`src/logic/aoc_pkg.sv`:
```
// Constants for the converter output configuration register bank.
//---------------------------------------------------------------------
//---------------------------------------------------------------------
package aoc_pkg;

   // Register addresses.
   localparam logic [7:0] ADDR_FMT   = 8'h14;
   localparam logic [7:0] ADDR_TERM  = 8'h15;
   localparam logic [7:0] ADDR_PHASE = 8'h16;
   localparam logic [7:0] ADDR_PLO   = 8'h19;
   localparam logic [7:0] ADDR_PHI   = 8'h1A;

   // Reset values.
   localparam logic [7:0] RST_FMT   = 8'h00;
   localparam logic [7:0] RST_TERM  = 8'h00;
   localparam logic [7:0] RST_PHASE = 8'h03;
   localparam logic [7:0] RST_PAT   = 8'h00;

   // Implemented-bit masks; every other bit is unused.
   localparam logic [7:0] MASK_FMT   = 8'h47;
   localparam logic [7:0] MASK_TERM  = 8'h30;
   localparam logic [7:0] MASK_PHASE = 8'h0F;
   localparam logic [7:0] MASK_PAT   = 8'hFF;

   // Field positions.
   localparam int FMT_LP_BIT  = 6;
   localparam int FMT_INV_BIT = 2;
   localparam int FMT_ENC_LSB = 0;
   localparam int TERM_LSB    = 4;
   localparam int PHASE_LSB   = 0;

   // Sample encodings.
   localparam logic [1:0] ENC_OFFSET = 2'h0;
   localparam logic [1:0] ENC_TWOS   = 2'h1;

   // Phase codes 0..10 map one to one; 11 and above all mean 660 degrees.
   localparam logic [3:0] PHASE_CLAMP = 4'hB;
   localparam int         PHASE_STEP_DEG = 60;

   // Test output selection codes.
   localparam logic [3:0] TEST_OFF  = 4'h0;
   localparam logic [3:0] TEST_USER = 4'h8;

endpackage

```
`src/logic/aoc_output_config_regs.sv`:
```
// Output configuration registers and the output word selector they steer.
`timescale 1ns/10ps
module aoc_output_config_regs
#(
   parameter int SMP_W = 10,
   parameter int PAT_W = 16
)
(
   input  wire logic             clk_sys,
   input  wire logic             rst_n,
   input  wire logic             wr_en,
   input  wire logic             rd_en,
   input  wire logic [7:0]       reg_addr,
   input  wire logic [7:0]       wr_data,
   output logic      [7:0]       rd_data_q,
   input  wire logic [3:0]       test_mode,
   input  wire logic [PAT_W-1:0] test_gen_data,
   input  wire logic [SMP_W-1:0] conv_data,
   output logic      [PAT_W-1:0] data_out_q,
   output logic                  lvds_low_power,
   output logic      [1:0]       term_sel,
   output logic      [3:0]       clk_phase_sel,
   output logic      [PAT_W-1:0] user_pattern
);
   import aoc_pkg::*;

   //------------------------------------------------------------------
   // Register storage
   //------------------------------------------------------------------
   logic [7:0] fmt_q;
   logic [7:0] term_q;
   logic [7:0] phase_q;
   logic [7:0] plo_q;
   logic [7:0] phi_q;

   // Positions of each register in the one-hot select vector.
   localparam int SEL_FMT   = 0;
   localparam int SEL_TERM  = 1;
   localparam int SEL_PHASE = 2;
   localparam int SEL_PLO   = 3;
   localparam int SEL_PHI   = 4;
   localparam int SEL_N     = 5;

   // One-hot address decode, shared by the write strobes and the read mux
   // so that both always agree on which register an address reaches.
   function automatic logic [SEL_N-1:0] reg_select(input logic [7:0] addr);
      logic [SEL_N-1:0] sel;
      sel            = '0;
      sel[SEL_FMT]   = (addr == ADDR_FMT);
      sel[SEL_TERM]  = (addr == ADDR_TERM);
      sel[SEL_PHASE] = (addr == ADDR_PHASE);
      sel[SEL_PLO]   = (addr == ADDR_PLO);
      sel[SEL_PHI]   = (addr == ADDR_PHI);
      return sel;
   endfunction

   // Decoded select and a flag that is set for addresses that hit a register.
   logic [SEL_N-1:0] reg_sel;
   logic             addr_mapped;
   assign reg_sel     = reg_select(reg_addr);
   assign addr_mapped = |reg_sel;

   // Address decode of the write strobes.
   wire wr_fmt   = wr_en && reg_sel[SEL_FMT];
   wire wr_term  = wr_en && reg_sel[SEL_TERM];
   wire wr_phase = wr_en && reg_sel[SEL_PHASE];
   wire wr_plo   = wr_en && reg_sel[SEL_PLO];
   wire wr_phi   = wr_en && reg_sel[SEL_PHI];

   // Masked write keeps unused bits at zero.
   // mask unused bits
   always_ff @(posedge clk_sys or negedge rst_n)
   begin
      if (!rst_n)
      begin
         fmt_q   <= RST_FMT;
         term_q  <= RST_TERM;
         phase_q <= RST_PHASE;
         plo_q   <= RST_PAT;
         phi_q   <= RST_PAT;
      end
      else
      begin
         if (wr_fmt)   fmt_q   <= wr_data & MASK_FMT;
         if (wr_term)  term_q  <= wr_data & MASK_TERM;
         if (wr_phase) phase_q <= wr_data & MASK_PHASE;
         if (wr_plo)   plo_q   <= wr_data & MASK_PAT;
         if (wr_phi)   phi_q   <= wr_data & MASK_PAT;
      end
   end

   // Read mux; unmapped addresses return zero.
   // unmapped reads zero
   logic [7:0] rd_mux;
   assign rd_mux = reg_sel[SEL_FMT]   ? fmt_q   :
                   reg_sel[SEL_TERM]  ? term_q  :
                   reg_sel[SEL_PHASE] ? phase_q :
                   reg_sel[SEL_PLO]   ? plo_q   :
                   reg_sel[SEL_PHI]   ? phi_q   : 8'h00;

   // Read data is captured on a read strobe and held until the next.
   always_ff @(posedge clk_sys or negedge rst_n)
   begin
      if (!rst_n)
         rd_data_q <= 8'h00;
      else if (rd_en)
         rd_data_q <= rd_mux;
   end

   //------------------------------------------------------------------
   // Configuration fields
   //------------------------------------------------------------------
   // standard and invert
   logic       out_inv;
   assign lvds_low_power = fmt_q[FMT_LP_BIT];
   assign out_inv        = fmt_q[FMT_INV_BIT];

   logic [1:0] enc_sel;
   assign enc_sel = fmt_q[FMT_ENC_LSB +: 2];

   assign term_sel = term_q[TERM_LSB +: 2];

   logic [3:0] phase_code;
   assign phase_code    = phase_q[PHASE_LSB +: 4];
   assign clk_phase_sel = (phase_code > PHASE_CLAMP) ? PHASE_CLAMP : phase_code;

   assign user_pattern = {phi_q, plo_q};

   //------------------------------------------------------------------
   // Output word selection
   //------------------------------------------------------------------
   // Conversion word, MSB flipped for twos complement; other codes stay
   // offset binary so an undefined code never corrupts the data.
   localparam logic [PAT_W-1:0] MSB_MASK = PAT_W'(1) << (SMP_W - 1);
   logic [PAT_W-1:0] conv_word;
   logic [PAT_W-1:0] fmt_word;
   logic [PAT_W-1:0] sel_word;
   assign conv_word = PAT_W'(conv_data);
   assign fmt_word  = (enc_sel == ENC_TWOS) ? (conv_word ^ MSB_MASK) : conv_word;

   assign sel_word = (test_mode == TEST_OFF)  ? fmt_word     :
                     (test_mode == TEST_USER) ? user_pattern : test_gen_data;

   // The phase select goes only to the clock divider; capture here never
   // reads it, so a phase change cannot shift or drop a sample.
   // capture ignores phase
   always_ff @(posedge clk_sys or negedge rst_n)
   begin
      if (!rst_n)
         data_out_q <= '0;
      else
         data_out_q <= out_inv ? ~sel_word : sel_word;
   end
endmodule

```
`config.mk`:
```
export PLATFORM = sky130hd
export DESIGN_NAME = aoc_output_config_regs
export DESIGN_NICKNAME = d
export VERILOG_FILES = /design/src/logic/aoc_pkg.sv /design/src/logic/aoc_output_config_regs.sv
export SDC_FILE = /design/constraint.sdc
export NUM_CORES = 1
export LEC_CHECK = 0
export ABC_AREA = 1
export BUFFER_PORTS_ARGS = -buffer_cell sky130_fd_sc_hd__buf_2
export CORE_ASPECT_RATIO = 1.75
export CORE_MARGIN = 1.5
export CORE_UTILIZATION = 54
export CTS_CLUSTER_DIAMETER = 40
export CTS_CLUSTER_SIZE = 28
export DETAILED_ROUTE_END_ITERATION = 10
export GPL_ROUTABILITY_DRIVEN = 1
export PLACE_DENSITY = 0.85
export SYNTH_ARGS = -nofsm -noshare
export SYNTH_HDL_FRONTEND = slang
export SYNTH_SLANG_ARGS = --single-unit
```
`constraint.sdc`:
```
create_clock -name clk_sys -period 2.9 [get_ports clk_sys]
set_input_delay 0.29 -clock clk_sys [delete_from_list [all_inputs] [get_ports clk_sys]]
set_output_delay 0.29 -clock clk_sys [all_outputs]
set_load 0.03 [all_outputs]
```
==> flow_metrics.py <==
metrics = {
    "status": {
        "outcome": "completed",
    },
    "routing": {
        "vias_per_cell": 5.29,
        "drtAntennaViolNets": 0,
        "postRouteWirelength_um": 6940,
        "dr_wl_met3_um": 374,
        "drt_pre_antenna_iters": 4,
        "detail_route.iter0.violations": 77,
        "final_routed_drc_violation_total": 0,
        "topRoutingLayerUsed": "met4",
        "avgRoutedWirePerCell_um": 13.9,
        "dr_total_vias": 2634,
        "wl_met2_um": 3830,
        "met1Wirelength_um": 2530,
    },
    "finish": {
        "layout-drive-gt1-share_pct": 34.0,
        "postLayoutCoreUtil_pct": 67.1,
        "areaGrowthSynthToFinish_pct": 20.3,
        "final_cell_area_um2": 3340,
        "mostFrequentLayoutCell": "nand2_1",
        "stdcell_count": 498,
        "final_nets": 493,
        "final_cell_mix": "110 x nand2_1, 96 x buf_2, 48 x dfrtp_1",
        "antenna_cells_inserted": 0,
    },
    "sta": {
        "slew_headroom_pct": 28.3,
        "post_route_minimum_period_ns": 1.53,
        "period_share_pct": 52.7,
        "rsz_0062_raised_after_global_routing": "no",
        "fin_setup_tns_ns": 0,
        "maxSlewViolCount": 0,
        "timing.final.ws_setup_ns": 1.37,
        "worst_hold_check_slack_ns": 0.173,
        "setup_viol_count_final": 0,
        "transition_time_at_the_pin_with_the_least_slew_margin_ns": 1.08,
        "clock.fmax_mhz": 655,
        "skew_ns": 0.00858,
        "report.final.hold_viol_count": 0,
    },
    "clock_network": {
        "htree_levels": 2,
        "clk_root_buffer_cell": "clkbuf_8",
        "holdBufCountCts": 0,
        "worst_skew_pair.late_latency_ns": 0.31,
        "cts.sinks": 50,
        "post-cts-setup-buffer-count": 0,
        "worst_setup_hold_path_clk_slew_ns": 0.10,
        "numCtsBuffers": 5,
        "cts_tree": "built",
        "cts_resized": 0,
        "clk_path_buf_depth": 2,
    },
    "power": {
        "netSwitchingPower_mw": 0.479,
        "p_leak_nw": 1.89,
        "internal_power_mw": 1.03,
        "worst_ir_drop_vdd_mv": 0.321,
        "power.density_nw_per_um2": 451,
        "sw_frac_of_total_pct": 31.8,
        "finalPower_mw": 1.51,
        "combPwrFrac_pct": 20.2,
        "power.clock.fraction_pct": 28.7,
        "power_frac_seq_pct": 51.1,
    },
    "global_route": {
        "grt_pass1_wl_um": 11400,
        "antenna_violations_before_repair": 0,
        "grt_util_all_layers_pct": 26.0,
        "grt_pass1_vias": 2623,
        "gr-total-overflow": 0,
        "maximum_number_of_pins_on_one_net_before_global_route_repair": 51,
    },
    "logic_synthesis": {
        "synthDistinctLibCells": 28,
        "synth-edff-count": 0,
        "postSynth.asyncResetShare_pct": 100,
        "ys_seq_elements": 50,
        "ys_seq_area_share_pct": 45.2,
        "synthesis.area_um2": 2780,
        "synthesis.instances": 350,
        "avgSynthCellArea_um2": 7.93,
        "mappedNetlistNets": 400,
        "ys_warn_count": 0,
        "ys_dominant_reg_cell": "dfrtp_1",
    },
    "die": {
        "coreArea_um2": 4980,
        "ioPinCount": 97,
        "dieWidth_um": 57.2,
        "floorplan.die_area_um2": 5600,
        "initial_core_util_pct": 55.8,
        "chipHeight_um": 97.8,
        "placement_rows": 34,
    },
    "worst_setup_path": {
        "critPathArrivalTime_ns": 1.73,
        "timing.critical_path.cells": "inv_1, nand4_1, nand2_1",
        "cpMaxStageDelayCell": "dfrtp_1",
        "criticalPathCategory": "register to register",
        "required_ns": 3.10,
        "startpoint_type": "register",
        "critical_path_fanout_max": 18,
        "critPathCaptureType": "register",
        "largest_stage_delay_worst_path_ns": 0.79,
    },
    "job": {
        "max-cap-violations": 0,
    },
    "place": {
        "globalplace.congestion": 0.949,
        "total_placed_cells_including_tap_cells": 490,
        "io_buffer_count": 96,
        "placed_cell_area_um2": 3240,
        "dp_slack_ns": 1.39,
        "post-dp-hpwl_um": 5320,
    },
    "hold_path": {
        "timing.hold.worst.class": "primary input to asynchronous set/reset pin",
    },
}
## synth_stat cells (3+ instances only)
cell type / instances / area (um2)
o21ai_2: 10 / 87.6
nand2_1: 110 / 413
nand3_1: 37 / 185
buf_6: 4 / 45.0
nor2_1: 15 / 56.3
or2_2: 10 / 62.6
xor2_1: 7 / 61.3
inv_2: 3 / 11.3
nand4_1: 10 / 62.6
o21ai_0: 7 / 35.0
clkbuf_1: 3 / 11.3
inv_1: 44 / 165
nor2_8: 3 / 60.1
nand2_2: 10 / 62.6
o21ai_1: 10 / 50.1
nor2_4: 3 / 33.8
dfrtp_1: 48 / 1200
## registers in the layout (all words and copies together), names as in the netlist
name,flops
data_out_q,16
plo_q,8
phase_q,4
rd_data_q,8
fmt_q,4
term_q,2
phi_q,8
## path summary, 6_finish.rpt
check	start	endpoint	slack (ns)	depth (start not counted)
max	fmt_q[2]	data_out_q[1]	1.37	3
min	rst_n	data_out_q[8]	0.17	1
max reg2reg	fmt_q[2]	data_out_q[1]	1.37	3
min reg2reg	rd_data_q[3]	rd_data_q[3]	0.49	2
max in group asynchronous	rst_n	rd_data_q[4]	2.06	1
min in group clk_sys	wr_data[0]	plo_q[0]	0.21	3
## area by class of cell
type	count	area (um2)
clock inverter	2	12.5
sequential	50	1250
clock buffer	6	82.6
fill	446	1640
tap	54	67.6
timing repair buffer	96	480
multi-input combinational	243	1260
inverter	47	176
## power by group through the flow
stage,clock [mW],combinational [mW],sequential [mW]
after floorplan,0,0.121,0.849
after global placement,0,0.297,0.781
after detailed placement,0,0.304,0.782
after CTS,0.440,0.305,0.769
after global routing,0.462,0.332,0.774
final,0.433,0.304,0.770
## routing by layer
layer	vias to the layer above	global-route usage [%]
met4	0	12.2
met1	1209	28.1
met5	-	0
li1	1281	-
met3	18	3.58
met2	126	48.1
## kinds of logic (layout without fill, tap and decap cells)
logic type	after synthesis	in the layout	share of synthesized area (%)
flip-flops	50	50	45.2
XOR/XNOR	7	7	2.21
AND/OR/NAND/NOR	204	204	36.0
AO/OA/AOI/OAI	32	32	7.39
buffers and inverters	57	151	9.24
## worst max-delay path: cells and delay by family, from the launching register on
family        cells  cell delay [ns]
buf+inv           1             0.37
flops             1             0.79
simple gates      2             0.26
No activity file was read; power rests on OpenSTA's default activity.
